**src/inc/cspa_pkg.sv**
```systemverilog
package cspa_pkg;
	// Clock rate and the millisecond base used by all timers
	localparam int CLK_HZ = 50000000;
	localparam int CLK_PERIOD_NS = 20;
	localparam int MS_PER_S = 1000;
	localparam int CYC_PER_MS = CLK_HZ / MS_PER_S;
	// Pulse train loss time in milliseconds
	localparam int PULSE_LOSS_MS = 500;
	// Datapath widths and counts
	localparam int CMD_W = 16;
	localparam int WD_W = 16;
	localparam int NUM_PORTS = 4;
	localparam int PORT_W = 2;
	localparam int NUM_SLOTS = 3;
	// Reset value of the command outputs
	localparam logic [CMD_W-1:0] CMD_RESET = 16'h0000;

	// Command sources, also the codes held in each priority slot
	typedef enum logic [2:0] {
		SRC_NONE = 3'h0,
		SRC_SERIAL = 3'h1,
		SRC_PULSE = 3'h2,
		SRC_ANALOG = 3'h3,
		SRC_CAN = 3'h4,
		SRC_SCRIPT = 3'h5,
		SRC_DEFAULT = 3'h6
	} cspa_src_t;

	// Serial-type ports
	typedef enum logic [1:0] {
		PORT_RS232 = 2'h0,
		PORT_RS485 = 2'h1,
		PORT_TCP = 2'h2,
		PORT_USB = 2'h3
	} cspa_port_t;

	// Command opcodes; only the motion group keeps a source alive
	typedef enum logic [2:0] {
		OP_GOTO = 3'h0,
		OP_STOP_ALL_MODES = 3'h1,
		OP_SET_SPEED = 3'h2,
		OP_TARGET_TORQUE = 3'h3,
		OP_TORQUE_CURRENT = 3'h4,
		OP_FLUX_CURRENT = 3'h5,
		OP_OTHER = 3'h7
	} cspa_op_t;

	// Watchdog-tracked origins
	localparam int ORG_SERIAL = 0;
	localparam int ORG_CAN = 1;
	localparam int ORG_SCRIPT = 2;
	localparam int NUM_ORG = 3;
endpackage : cspa_pkg

```
**src/inc/cspa_cmd_if.sv**
```systemverilog
`timescale 1ns/100ps
// One serial command on its way from the port arbiter to the core
interface cspa_cmd_if;
	logic valid;
	logic ready;
	cspa_pkg::cspa_port_t port;
	cspa_pkg::cspa_port_t replyPort;
	cspa_pkg::cspa_op_t op;
	logic [cspa_pkg::CMD_W-1:0] value;
	modport src (output valid, output port, output replyPort, output op, output value,
		input ready);
	modport dst (input valid, input port, input replyPort, input op, input value,
		output ready);
endinterface : cspa_cmd_if

```
**src/logic/cspa_serial_fcfs.sv**
```systemverilog
`timescale 1ns/100ps
// First come first served ordering of the serial-type ports
module cspa_serial_fcfs
(
	input wire logic clk,
	input wire logic rst_n,
	input wire logic [cspa_pkg::NUM_PORTS-1:0] portValid,
	input wire cspa_pkg::cspa_op_t portOp [cspa_pkg::NUM_PORTS],
	input wire logic [cspa_pkg::CMD_W-1:0] portValue [cspa_pkg::NUM_PORTS],
	input wire logic [cspa_pkg::NUM_PORTS-1:0] portRedir,
	input wire cspa_pkg::cspa_port_t portRedirTo [cspa_pkg::NUM_PORTS],
	output logic [cspa_pkg::NUM_PORTS-1:0] portReady,
	cspa_cmd_if.src cmd
);
	// Arrival queue of port numbers, head at index 0
	cspa_pkg::cspa_port_t q [cspa_pkg::NUM_PORTS];
	cspa_pkg::cspa_port_t next_q [cspa_pkg::NUM_PORTS];
	// Number of queued ports, 0 to 4
	logic [2:0] cnt;
	logic [2:0] next_cnt;
	// Port already waiting in the queue
	logic [cspa_pkg::NUM_PORTS-1:0] queued;
	logic [cspa_pkg::NUM_PORTS-1:0] next_queued;
	wire pop = cmd.valid && cmd.ready;
	wire cspa_pkg::cspa_port_t head = q[0];

	// Head of queue is offered; a port waits at most three turns
	assign cmd.valid = (cnt != 3'h0);
	assign cmd.port = head;
	assign cmd.op = portOp[head];
	assign cmd.value = portValue[head];
	assign cmd.replyPort = portRedir[head] ? portRedirTo[head] : head;
	// Ready is a one-cycle grant to the port at the head
	always_comb
	begin
		portReady = '0;
		if (pop)
			portReady[head] = 1'b1;
	end

	// Pop the head, then append newcomers
	always_comb
	begin
		next_q = q;
		next_cnt = cnt;
		next_queued = queued;
		if (pop)
		begin
			for (int i = 0; i < cspa_pkg::NUM_PORTS - 1; i++)
				next_q[i] = q[i+1];
			next_cnt = cnt - 3'h1;
			next_queued[head] = 1'b0;
		end
		// Arrival order kept
		// Same-cycle arrivals go in port number order
		for (int i = 0; i < cspa_pkg::NUM_PORTS; i++)
		begin
			if (portValid[i] && !queued[i])
			begin
				next_q[next_cnt[1:0]] = cspa_pkg::cspa_port_t'(i[1:0]);
				next_cnt = next_cnt + 3'h1;
				next_queued[i] = 1'b1;
			end
		end
	end

	// Queue state
	always_ff @(posedge clk or negedge rst_n)
	begin
		if (!rst_n)
		begin
			for (int i = 0; i < cspa_pkg::NUM_PORTS; i++)
				q[i] <= cspa_pkg::PORT_RS232;
			cnt <= 3'h0;
			queued <= '0;
		end
		else
		begin
			q <= next_q;
			cnt <= next_cnt;
			queued <= next_queued;
		end
	end
endmodule : cspa_serial_fcfs

```
**src/logic/cspa_source_arbiter.sv**
```systemverilog
`timescale 1ns/100ps
// Overview of operation
// - Any mix of sources may be enabled
// - Three-slot user priority table
// - First slot source used when active
// - Inactive slot falls to the next slot
// - No active slot gives the default command
// - Serial active while motion commands keep arriving
// - Watchdog expiry drops serial at once
// - Watchdog off keeps serial active forever
// - Script and CAN motion commands credited separately
// - Pulse active while valid pulses present
// - Analog active, optionally after first centering
// - Analog out of range made inactive
// - Slot set to none is skipped
// - Serial ports served in arrival order
// - Reply goes to the arrival port
// - Redirection marker picks another reply port
// - CAN beats all but the script
// - Script beats every other source
// - Pulse lost after 500 ms without pulses
module cspa_source_arbiter
#(
	parameter int NUM_PULSE = 2,
	parameter int CYC_PER_MS = cspa_pkg::CYC_PER_MS,
	parameter int PULSE_LOSS_MS = cspa_pkg::PULSE_LOSS_MS
)
(
	input wire logic clk,
	input wire logic rst_n,
	input wire logic [cspa_pkg::NUM_PORTS-1:0] portValid,
	input wire cspa_pkg::cspa_op_t portOp [cspa_pkg::NUM_PORTS],
	input wire logic [cspa_pkg::CMD_W-1:0] portValue [cspa_pkg::NUM_PORTS],
	input wire logic [cspa_pkg::NUM_PORTS-1:0] portRedir,
	input wire cspa_pkg::cspa_port_t portRedirTo [cspa_pkg::NUM_PORTS],
	output logic [cspa_pkg::NUM_PORTS-1:0] portReady,
	input wire logic canValid,
	input wire cspa_pkg::cspa_op_t canOp,
	input wire logic [cspa_pkg::CMD_W-1:0] canValue,
	input wire logic scriptValid,
	input wire cspa_pkg::cspa_op_t scriptOp,
	input wire logic [cspa_pkg::CMD_W-1:0] scriptValue,
	input wire logic [NUM_PULSE-1:0] pulseGood,
	input wire logic [NUM_PULSE-1:0] pulseEnable,
	input wire logic [cspa_pkg::CMD_W-1:0] pulseValue,
	input wire logic signed [cspa_pkg::CMD_W-1:0] analogValue,
	input wire logic centerSafeEn,
	input wire logic [cspa_pkg::CMD_W-1:0] centerBand,
	input wire logic rangeSafeEn,
	input wire logic signed [cspa_pkg::CMD_W-1:0] analogMin,
	input wire logic signed [cspa_pkg::CMD_W-1:0] analogMax,
	input wire cspa_pkg::cspa_src_t prioSlot [cspa_pkg::NUM_SLOTS],
	input wire logic [cspa_pkg::CMD_W-1:0] defaultCmd,
	input wire logic [cspa_pkg::WD_W-1:0] watchdogMs,
	output logic [cspa_pkg::CMD_W-1:0] motorCmd,
	output cspa_pkg::cspa_src_t activeSrc,
	output logic serialActive,
	output logic pulseActive,
	output logic analogActive,
	output logic canActive,
	output logic scriptActive,
	output logic execValid,
	output cspa_pkg::cspa_op_t execOp,
	output logic [cspa_pkg::CMD_W-1:0] execValue,
	output cspa_pkg::cspa_port_t replyPort,
	output cspa_pkg::cspa_port_t arrivalPort
);
	localparam int MS_CNT_W = $clog2(CYC_PER_MS);
	localparam logic [MS_CNT_W-1:0] MS_LAST = MS_CNT_W'(CYC_PER_MS - 1);
	localparam int LOSS_W = $clog2(PULSE_LOSS_MS + 2);
	localparam logic [LOSS_W-1:0] LOSS_LIMIT = LOSS_W'(PULSE_LOSS_MS);

	// True for the command group that keeps a source alive
	function automatic logic isMotion(input cspa_pkg::cspa_op_t op);
		case (op)
			cspa_pkg::OP_GOTO,
			cspa_pkg::OP_STOP_ALL_MODES,
			cspa_pkg::OP_SET_SPEED,
			cspa_pkg::OP_TARGET_TORQUE,
			cspa_pkg::OP_TORQUE_CURRENT,
			cspa_pkg::OP_FLUX_CURRENT:
				isMotion = 1'b1;
			default:
				isMotion = 1'b0;
		endcase
	endfunction : isMotion

	// Value a motion command asks for; stop-all always asks for zero
	function automatic logic [cspa_pkg::CMD_W-1:0] cmdValue(input cspa_pkg::cspa_op_t op,
		input logic [cspa_pkg::CMD_W-1:0] v);
		cmdValue = (op == cspa_pkg::OP_STOP_ALL_MODES) ? cspa_pkg::CMD_RESET : v;
	endfunction : cmdValue

	// Serial commands in arrival order
	cspa_cmd_if cmdBus ();

	cspa_serial_fcfs uFcfs
	(
		.clk(clk),
		.rst_n(rst_n),
		.portValid(portValid),
		.portOp(portOp),
		.portValue(portValue),
		.portRedir(portRedir),
		.portRedirTo(portRedirTo),
		.portReady(portReady),
		.cmd(cmdBus)
	);

	// The core executes one serial command per cycle, never stalls
	assign cmdBus.ready = 1'b1;
	wire serialTake = cmdBus.valid;

	// Millisecond tick shared by all timers
	logic [MS_CNT_W-1:0] msCnt;
	wire msTick = (msCnt == MS_LAST);

	always_ff @(posedge clk or negedge rst_n)
	begin
		if (!rst_n)
			msCnt <= '0;
		else
			msCnt <= msTick ? '0 : msCnt + MS_CNT_W'(1);
	end

	// Motion command seen per origin, serial, CAN and script
	wire [cspa_pkg::NUM_ORG-1:0] motionHit;
	assign motionHit[cspa_pkg::ORG_SERIAL] = serialTake && isMotion(cmdBus.op);
	assign motionHit[cspa_pkg::ORG_CAN] = canValid && isMotion(canOp);
	assign motionHit[cspa_pkg::ORG_SCRIPT] = scriptValid && isMotion(scriptOp);

	// Watchdog off when the timeout is zero
	wire watchdogOff = (watchdogMs == '0);
	// Remaining watchdog time per origin, in milliseconds
	logic [cspa_pkg::WD_W-1:0] wdCnt [cspa_pkg::NUM_ORG];
	// Origin has had at least one motion command
	logic [cspa_pkg::NUM_ORG-1:0] seen;
	wire [cspa_pkg::NUM_ORG-1:0] orgActive;

	// Watchdog per origin; a fresh command wins over the tick
	always_ff @(posedge clk or negedge rst_n)
	begin
		if (!rst_n)
		begin
			for (int i = 0; i < cspa_pkg::NUM_ORG; i++)
				wdCnt[i] <= '0;
			seen <= '0;
		end
		else
		begin
			for (int i = 0; i < cspa_pkg::NUM_ORG; i++)
			begin
				if (motionHit[i])
				begin
					wdCnt[i] <= watchdogMs;
					seen[i] <= 1'b1;
				end
				else if (msTick && wdCnt[i] != '0)
					wdCnt[i] <= wdCnt[i] - cspa_pkg::WD_W'(1);
			end
		end
	end

	// Watchdog disabled keeps a seen origin active
	// Activity follows the counter with no extra delay
	for (genvar g = 0; g < cspa_pkg::NUM_ORG; g++)
	begin : gAct
		assign orgActive[g] = seen[g] && (watchdogOff || wdCnt[g] != '0);
	end

	// Latest motion value per origin
	logic [cspa_pkg::CMD_W-1:0] serialCmd;
	logic [cspa_pkg::CMD_W-1:0] canCmd;
	logic [cspa_pkg::CMD_W-1:0] scriptCmd;

	always_ff @(posedge clk or negedge rst_n)
	begin
		if (!rst_n)
		begin
			serialCmd <= cspa_pkg::CMD_RESET;
			canCmd <= cspa_pkg::CMD_RESET;
			scriptCmd <= cspa_pkg::CMD_RESET;
		end
		else
		begin
			if (motionHit[cspa_pkg::ORG_SERIAL])
				serialCmd <= cmdValue(cmdBus.op, cmdBus.value);
			if (motionHit[cspa_pkg::ORG_CAN])
				canCmd <= cmdValue(canOp, canValue);
			if (motionHit[cspa_pkg::ORG_SCRIPT])
				scriptCmd <= cmdValue(scriptOp, scriptValue);
		end
	end

	// Pulse train presence on enabled inputs only
	wire pulseHit = |(pulseGood & pulseEnable);
	// Milliseconds since the last valid pulse, saturating above the limit
	logic [LOSS_W-1:0] lossMs;
	logic pulseSeen;
	logic [cspa_pkg::CMD_W-1:0] pulseCmd;

	always_ff @(posedge clk or negedge rst_n)
	begin
		if (!rst_n)
		begin
			lossMs <= '0;
			pulseSeen <= 1'b0;
			pulseCmd <= cspa_pkg::CMD_RESET;
		end
		else if (pulseHit)
		begin
			// A pulse wins over a tick in the same cycle
			lossMs <= '0;
			pulseSeen <= 1'b1;
			pulseCmd <= pulseValue;
		end
		else if (msTick && lossMs <= LOSS_LIMIT)
			lossMs <= lossMs + LOSS_W'(1);
	end

	wire pulseOk = pulseSeen && (pulseEnable != '0) && (lossMs <= LOSS_LIMIT);

	// Magnitude of the analog input for the centre test
	wire [cspa_pkg::CMD_W-1:0] analogMag = analogValue[cspa_pkg::CMD_W-1] ?
		cspa_pkg::CMD_W'(-analogValue) : analogValue;
	wire inCenter = (analogMag <= centerBand);
	// Joystick has been centred at least once since reset
	logic centered;

	always_ff @(posedge clk or negedge rst_n)
	begin
		if (!rst_n)
			centered <= 1'b0;
		else if (inCenter)
			centered <= 1'b1;
	end

	wire centerOk = !centerSafeEn || centered;
	wire rangeOk = !rangeSafeEn || (analogValue >= analogMin && analogValue <= analogMax);
	wire analogOk = centerOk && rangeOk;

	// Activity of each prioritised source, indexed by source code
	function automatic logic srcOk(input cspa_pkg::cspa_src_t s, input logic ser,
		input logic pul, input logic ana);
		case (s)
			cspa_pkg::SRC_SERIAL:
				srcOk = ser;
			cspa_pkg::SRC_PULSE:
				srcOk = pul;
			cspa_pkg::SRC_ANALOG:
				srcOk = ana;
			default:
				srcOk = 1'b0;
		endcase
	endfunction : srcOk

	// Slot state, recomputed every cycle so a recovered source takes over
	wire [cspa_pkg::NUM_SLOTS-1:0] slotOk;
	for (genvar g = 0; g < cspa_pkg::NUM_SLOTS; g++)
	begin : gSlot
		assign slotOk[g] = srcOk(prioSlot[g], orgActive[cspa_pkg::ORG_SERIAL], pulseOk,
			analogOk);
	end

	// Winning source: script, then CAN, then the three slots, then default
	logic [cspa_pkg::CMD_W-1:0] next_cmd;
	cspa_pkg::cspa_src_t next_src;
	// Slot source to feed, once slot priority is resolved
	cspa_pkg::cspa_src_t slotSrc;
	assign slotSrc = slotOk[0] ? prioSlot[0] : slotOk[1] ? prioSlot[1] :
		slotOk[2] ? prioSlot[2] : cspa_pkg::SRC_DEFAULT;

	always_comb
	begin
		next_src = slotSrc;
		next_cmd = defaultCmd;
		if (orgActive[cspa_pkg::ORG_SCRIPT])
		begin
			next_src = cspa_pkg::SRC_SCRIPT;
			next_cmd = scriptCmd;
		end
		else if (orgActive[cspa_pkg::ORG_CAN])
		begin
			next_src = cspa_pkg::SRC_CAN;
			next_cmd = canCmd;
		end
		else
		begin
			case (slotSrc)
				cspa_pkg::SRC_SERIAL:
					next_cmd = serialCmd;
				cspa_pkg::SRC_PULSE:
					next_cmd = pulseCmd;
				cspa_pkg::SRC_ANALOG:
					next_cmd = analogValue;
				default:
					next_cmd = defaultCmd;
			endcase
		end
	end

	// Registered command and source outputs
	always_ff @(posedge clk or negedge rst_n)
	begin
		if (!rst_n)
		begin
			motorCmd <= cspa_pkg::CMD_RESET;
			activeSrc <= cspa_pkg::SRC_NONE;
			serialActive <= 1'b0;
			pulseActive <= 1'b0;
			analogActive <= 1'b0;
			canActive <= 1'b0;
			scriptActive <= 1'b0;
		end
		else
		begin
			motorCmd <= next_cmd;
			activeSrc <= next_src;
			serialActive <= orgActive[cspa_pkg::ORG_SERIAL];
			pulseActive <= pulseOk;
			analogActive <= analogOk;
			canActive <= orgActive[cspa_pkg::ORG_CAN];
			scriptActive <= orgActive[cspa_pkg::ORG_SCRIPT];
		end
	end

	// Executed serial command with its reply routing, one cycle per command
	always_ff @(posedge clk or negedge rst_n)
	begin
		if (!rst_n)
		begin
			execValid <= 1'b0;
			execOp <= cspa_pkg::OP_OTHER;
			execValue <= cspa_pkg::CMD_RESET;
			replyPort <= cspa_pkg::PORT_RS232;
			arrivalPort <= cspa_pkg::PORT_RS232;
		end
		else
		begin
			execValid <= serialTake;
			if (serialTake)
			begin
				execOp <= cmdBus.op;
				execValue <= cmdBus.value;
				replyPort <= cmdBus.replyPort;
				arrivalPort <= cmdBus.port;
			end
		end
	end
endmodule : cspa_source_arbiter

```
**config.mk**
```make
export PLATFORM = sky130hd
export DESIGN_NAME = cspa_source_arbiter
export DESIGN_NICKNAME = d
export VERILOG_FILES = /design/src/inc/cspa_pkg.sv /design/src/inc/cspa_cmd_if.sv /design/src/logic/cspa_serial_fcfs.sv /design/src/logic/cspa_source_arbiter.sv
export SDC_FILE = /design/constraint.sdc
export NUM_CORES = 1
export LEC_CHECK = 0
export BUFFER_PORTS_ARGS = -buffer_cell sky130_fd_sc_hd__buf_2
export CAP_MARGIN = 20
export CELL_PAD_IN_SITES_DETAIL_PLACEMENT = 1
export CELL_PAD_IN_SITES_GLOBAL_PLACEMENT = 1
export CORE_ASPECT_RATIO = 0.8
export CORE_MARGIN = 2
export CORE_UTILIZATION = 25
export DETAILED_ROUTE_END_ITERATION = 8
export PLACE_DENSITY = 0.59
export SETUP_SLACK_MARGIN = 0.4
export SLEW_MARGIN = 0
export SYNTH_ARGS = -nofsm -noshare
export SYNTH_HDL_FRONTEND = slang
export SYNTH_HIERARCHICAL = 1
export SYNTH_SLANG_ARGS = --single-unit
```
**constraint.sdc**
```tcl
create_clock -name clk -period 9.47 [get_ports clk]
set_input_delay 1.894 -clock clk [delete_from_list [all_inputs] [get_ports clk]]
set_output_delay 1.894 -clock clk [all_outputs]
set_load 0.01 [all_outputs]
```
==> results.cfg, run 1 <==
[run_status]
status = complete, no violations

[clock_tree]
htreeDepth = 1
cts_buffers = 26
clock_sinks = 205
ctsResizeCount = 0
clockBufferDepth = 3
post-cts-setup-buffers = 0
cts_tree = built
hold_buffers = 0
clk_latency_ns = 0.55
clkTransAtPathRegs_ns = 0.06
cts-root-buf = clkbuf_16

[power_and_ir_drop]
p_comb_frac = 0.359
p_int_mw = 2.43
vdd_drop_max_uv = 173
pwr-share-seq = 0.338
p_leak_nw = 7.27
power_density_nw_per_um2 = 241
p_switching_mw = 1.38
switching_share = 0.362
power.share.clock = 0.303

[cells_and_area]
fillers = 5879
syn_to_final_growth_pct = 25.0
final_cell_mix = buf_2 (311), nand2_1 (224), dfrtp_1 (201), o21ai_0 (85), inv_1 (82)
multi_input_area_um2 = 6850
drive_above_1_share = 0.270
layout.cells.non_filler = 2336
fin_area_um2 = 15800
final_nets = 1970
finish.utilization = 0.317
mostFrequentLayoutCell = buf_2
regArea_um2 = 5130

[die]
io-pin-count = 313
die_area_um2 = 52500
start_util = 0.254
die_x_um = 256
coreArea_um2 = 49900
num_rows = 73
die_h_um = 205

[logic_synthesis]
synth_edf_count = 0
syn_area_um2 = 12700
ys.flop_type = dfrtp_1
synth_warnings = 6
avgSynthCellArea_um2 = 9.37
async_flop_share = 1.00
syn_nets = 1681
ys_seq_area_frac = 0.405
yosysUniqueCellTypes = 85
synth_seq_cells = 205
syn_inst = 1351

[grt]
grt-ovfl-total = 0
grt_usage = 0.177
grt_pass1_wl_um = 72900
grt_pass1_vias = 12300
antenna_found_initial = 2
grt_max_degree = 77

[setup_path]
path_class = in -> reg
crit_path_end_kind = flop
rr_worst_depth = 20
critical-path-top-delay-family = compound AO/OA/AOI/OAI gates
cp_cell_sequence = buf_2, ha_1, nand4_1, or4_1, a21oi_1, nor2_1, o311ai_1, o21ai_0, a21oi_2, o211a_1, nand3_1, a32oi_1
critPathMaxFanout = 19
worstPathArrival_ns = 5.92
cp.depth = 12
cp_slowest_cell = o311ai_1
critPathLaunchType = primary input
cp.required_ns = 9.92
cp_num_buf_inv = 1
critPathMaxStageDelay_ns = 0.62

[timing]
slew_viol_final = 0
rsz0062_at_grt = no
fin_tns_setup_ns = 0
finalHoldViolCount = 0
worst_pin_slew_ns = 0.990
hold_slack_ns = 0.456
clock-skew-final_ns = 0.0165
max_freq_mhz = 183
relSlewSlack = 0.332
period_needed_ns = 5.47
period_share = 0.577
finalSetupViolCount = 0

[flow_run]
maxCapViolCount = 0

[routing]
post-route-drc-count = 0
postRouteAntennaNets = 0
wl_per_cell_um = 20.1
drtPass1Iterations = 6
dr_total_vias = 11400
drt_iter0_drc = 524
routed_wl_um = 47000
vias_per_cell = 4.89

[place]
gp_congestion = 0.847
io_buffers = 312
dp_hpwl_um = 37000
placed_cell_area_um2 = 14800
dp_cells = 2287

[worst_hold_path]
whs_path_depth = 2
hp-class = reg -> reg
-- state kept, by name, summed over array words and instances (netlist names), 3 cells and up --
register	count
activeSrc	3
canCmd	16
execOp	3
execValue	16
lossMs	9
motorCmd	16
msCnt	16
pulseCmd	16
scriptCmd	16
seen	3
serialCmd	16
uFcfs/cnt	3
uFcfs/q	6
uFcfs/queued	4
wdCnt	48
-- power groups by stage --
stage	Clock (mW)	Sequential, mW	Combinational [mW]
floorplan	0	1.25	0.917
global placement	0	1.29	1.35
detailed placement	0	1.30	1.39
CTS	1.20	1.29	1.39
global route	1.23	1.32	1.53
finish	1.16	1.29	1.37
-- layer usage --
metal / GRT usage / wire, um / vias up
met2: 0.286 / 21100 / 299
met5: 0 / 12 / -
met4: 0.0322 / 823 / 2
met3: 0.0260 / 2080 / 46
met1: 0.253 / 22900 / 5670
li1: - / - / 5398
-- tightest hold or removal path, stage by stage, from the launching register on --
cell and delay, ns:
dfrtp_1 0.34, inv_1 0.04, nand2_1 0.04
-- synthesized netlist by cell type (all sizes together), types with 14 or more instances --
master / instances / area share
nor4: 20 / 0.011
xnor2: 55 / 0.039
clkbuf: 51 / 0.021
a211oi: 18 / 0.011
a21o: 21 / 0.013
nor3: 23 / 0.0095
mux4: 20 / 0.036
o21ai: 86 / 0.034
xor2: 28 / 0.019
mux2: 24 / 0.021
a21oi: 38 / 0.015
ha: 69 / 0.068
nor2: 77 / 0.023
or3: 17 / 0.0090
dfrtp: 202 / 0.40
a32oi: 16 / 0.011
a22o: 49 / 0.034
inv: 85 / 0.025
nand3: 43 / 0.018
nand2: 224 / 0.066
nand4: 22 / 0.011
nand2b: 14 / 0.0069
-- cell type report --
type                            instances  area share
Tap cell                              675      0.0534
Clock inverter                         10      0.0130
Inverter                               85      0.0203
Timing Repair Buffer                  325       0.105
Antenna cell                            1    0.000158
Multi-Input combinational cell        997       0.433
Sequential cell                       205       0.325
Clock buffer                           38      0.0504
-- through the flow --
stage          power [mW]  setup WS, ns
6_report             3.81          4.00
4_1_cts              3.88          4.07
2_1_floorplan        2.17          4.62
3_3_place_gp         2.64          3.71
5_1_grt              4.07          3.71
3_5_place_dp         2.69          3.50
-- cells by family (layout without fill, tap and decap cells) --
| group | after synthesis | in the layout | synth area share |
|---|---|---|---|
| and+or+nand+nor | 499 | 499 | 0.188 |
| AOI/OAI and AO/OA | 295 | 295 | 0.162 |
| DFF | 205 | 205 | 0.405 |
| buffers and inverters | 149 | 458 | 0.0547 |
| xor gates and xnor gates | 84 | 84 | 0.0599 |
| adders and majority gates | 69 | 69 | 0.0682 |
| muxes | 49 | 49 | 0.0609 |
| other | 1 | 2 | 0.000296 |
-- worst paths after layout --
path | from | slack, ns | endpoint
setup reg to reg | uFcfs/cnt[0] | 4.80 | uFcfs/cnt[2]
hold reg to reg | seen[0] | 0.46 | seen[0]
max in group asynchronous | rst_n | 6.71 | pulseCmd[9]
hold / removal | seen[0] | 0.46 | seen[0]
setup / recovery | analogValue[15] | 4.00 | motorCmd[7]
min in group asynchronous | rst_n | 1.30 | wdCnt[7]
No activity file was read; power rests on OpenSTA's default activity.
==> inputs of run 2 (changes only) <==
PLACE_DENSITY = 0.61   (was 0.59)
clock period = 5 ns   (was 9.47 ns; I/O delays follow)
==> run 2 against run 1 <==
  * Non-clock buffer count grew 4
  * Critical path depth grew 8
  * Combinational power grew 87%
  * Final area shrank 0.40%
  * Die area is the same
  * Wire length shrank 2.2%
  * Clock skew grew 0.0031 ns
  * Core utilization shrank 0.13 points
  * Clock-buffer cell count grew 1
  * Register-to-register slack lost 4.0 ns
  * Global-route usage shrank 0.32 points
  * Sequential power grew 92%
  * Critical endpoint is now uFcfs/cnt[2]
  * Highest routed layer is now met4
==> results.cfg, run 2 (synthesized netlist as in run 1, its figures left out) <==
[setup_path]
critPathMaxFanout = 10
critPathMaxStageDelay_ns = 0.46
path_class = reg -> reg
critPathLaunchType = flop
cp.required_ns = 5.42
cp_slowest_cell = or3b_4
critical-path-top-delay-family = simple AND/OR/NAND/NOR gates
crit_path_end_kind = flop
cp_common_cell = ha_1
cp_cell_sequence = inv_2, ha_1, nor2b_4, inv_4, and3_1, nor2_4, ha_1, nand2_1, o31ai_1, ha_1, nor2_1, nor2_1, o31ai_1, inv_1, ha_1, nand2_1, o21ai_0, o31ai_1, or3b_4, xnor2_1
cp_num_buf_inv = 3
worstPathArrival_ns = 4.66

[routing]
wl_per_cell_um = 19.6
routed_wl_um = 46000
drt_iter0_drc = 560
dr_total_vias = 11300
post-route-drc-count = 0
drtPass1Iterations = 4
postRouteAntennaNets = 0
vias_per_cell = 4.84

[timing]
finalSetupViolCount = 0
fin_ws_ns = 0.765
worst_pin_slew_ns = 1.05
relSlewSlack = 0.298
clock-skew-final_ns = 0.0196
max_freq_mhz = 236
slew_viol_final = 0
period_needed_ns = 4.23
finalHoldViolCount = 0
period_share = 0.847
rsz0062_at_grt = no
fin_tns_setup_ns = 0

[power_and_ir_drop]
power_density_nw_per_um2 = 444
p_leak_nw = 7.25
vdd_drop_max_uv = 229

[clock_tree]
clk_latency_ns = 0.56
clkTransAtPathRegs_ns = 0.06
cts-root-buf = clkbuf_16
cts_tree = built
cts_buffers = 27
htreeDepth = 1
clock_sinks = 205
clockBufferDepth = 3

[place]
dp_cells = 2291
dp_hpwl_um = 36400
place_ws_ns = 0.283
io_buffers = 312
gp_congestion = 0.859

[die]
start_util = 0.254
io-pin-count = 313
coreArea_um2 = 49900
die_x_um = 256
die_h_um = 205
die_area_um2 = 52500
num_rows = 73

[cells_and_area]
layout.cells.non_filler = 2340
largest_reg_flops = 48
drive_above_1_share = 0.272
regMostFlops = wdCnt
final_cell_mix = buf_2 (311), nand2_1 (224), dfrtp_1 (201), o21ai_0 (85), inv_1 (81)
final_nets = 1975
fillers = 5918
mostFrequentLayoutCell = buf_2
syn_to_final_growth_pct = 24.5

[worst_hold_path]
hp-class = in -> async

[grt]
grt-ovfl-total = 0
grt_max_degree = 81
grt_usage = 0.174
grt_pass1_vias = 12100
grt_pass1_wl_um = 71800
antenna_found_initial = 1

[run_status]
status = complete, no violations

[flow_run]
maxCapViolCount = 0
[run 2: cell type report]
cell class                      instances  area (um2)  share of cell area
Sequential cell                       205        5130               0.326
Clock buffer                           39         781              0.0495
Multi-Input combinational cell        997        6860               0.435
Timing Repair Buffer                  329        1710               0.109
Clock inverter                          9         101             0.00643
Antenna cell                            1        2.50            0.000159
Tap cell                              675         845              0.0536
Inverter                               85         322              0.0204
[run 2: through the flow]
step | power, mW | hold slack, ns | cell area, um2 | util
after global routing | 7.50 | 0.463 | 15800 | 0.316
final | 7.00 | 0.411 | 15800 | 0.316
after CTS | 7.10 | 0.447 | 15700 | 0.316
after floorplan | 4.11 | 0.426 | 12700 | -
after detailed placement | 5.10 | 0.451 | 14900 | 0.298
after global placement | 5.03 | 0.441 | 14900 | 0.298
[run 2: routing by layer]
layer / wire length, um / track usage / up-vias
li1: - / - / 5401
met1: 22400 / 0.244 / 5597
met2: 20700 / 0.283 / 275
met3: 2020 / 0.0296 / 50
met4: 877 / 0.0330 / 0
met5: 0 / 0 / -
[run 2: worst paths after layout]
check,slack (ns),startpoint,to,depth (start not counted)
max in group asynchronous,3.49,rst_n,activeSrc[1],2
min in group clk,0.47,seen[0],seen[0],2
min,0.41,rst_n,wdCnt[10],1
max,0.77,uFcfs/cnt[0],uFcfs/cnt[2],20
min reg2reg,0.47,seen[0],seen[0],2
max reg2reg,0.77,uFcfs/cnt[0],uFcfs/cnt[2],20
[run 2: repair_timing]
| item | CTS | global route |
|---|---|---|
| setup endpoints to repair | 0 | 4 |
| hold buffers | 0 | 0 |
| buffers inserted | 0 | 0 |
| gates resized for setup | 0 | 5 |
[run 2: power breakdown]
part | internal [mW] | switching, mW
combinational | 1.13 | 1.44
sequential | 2.08 | 0.403
clock | 1.18 | 0.770
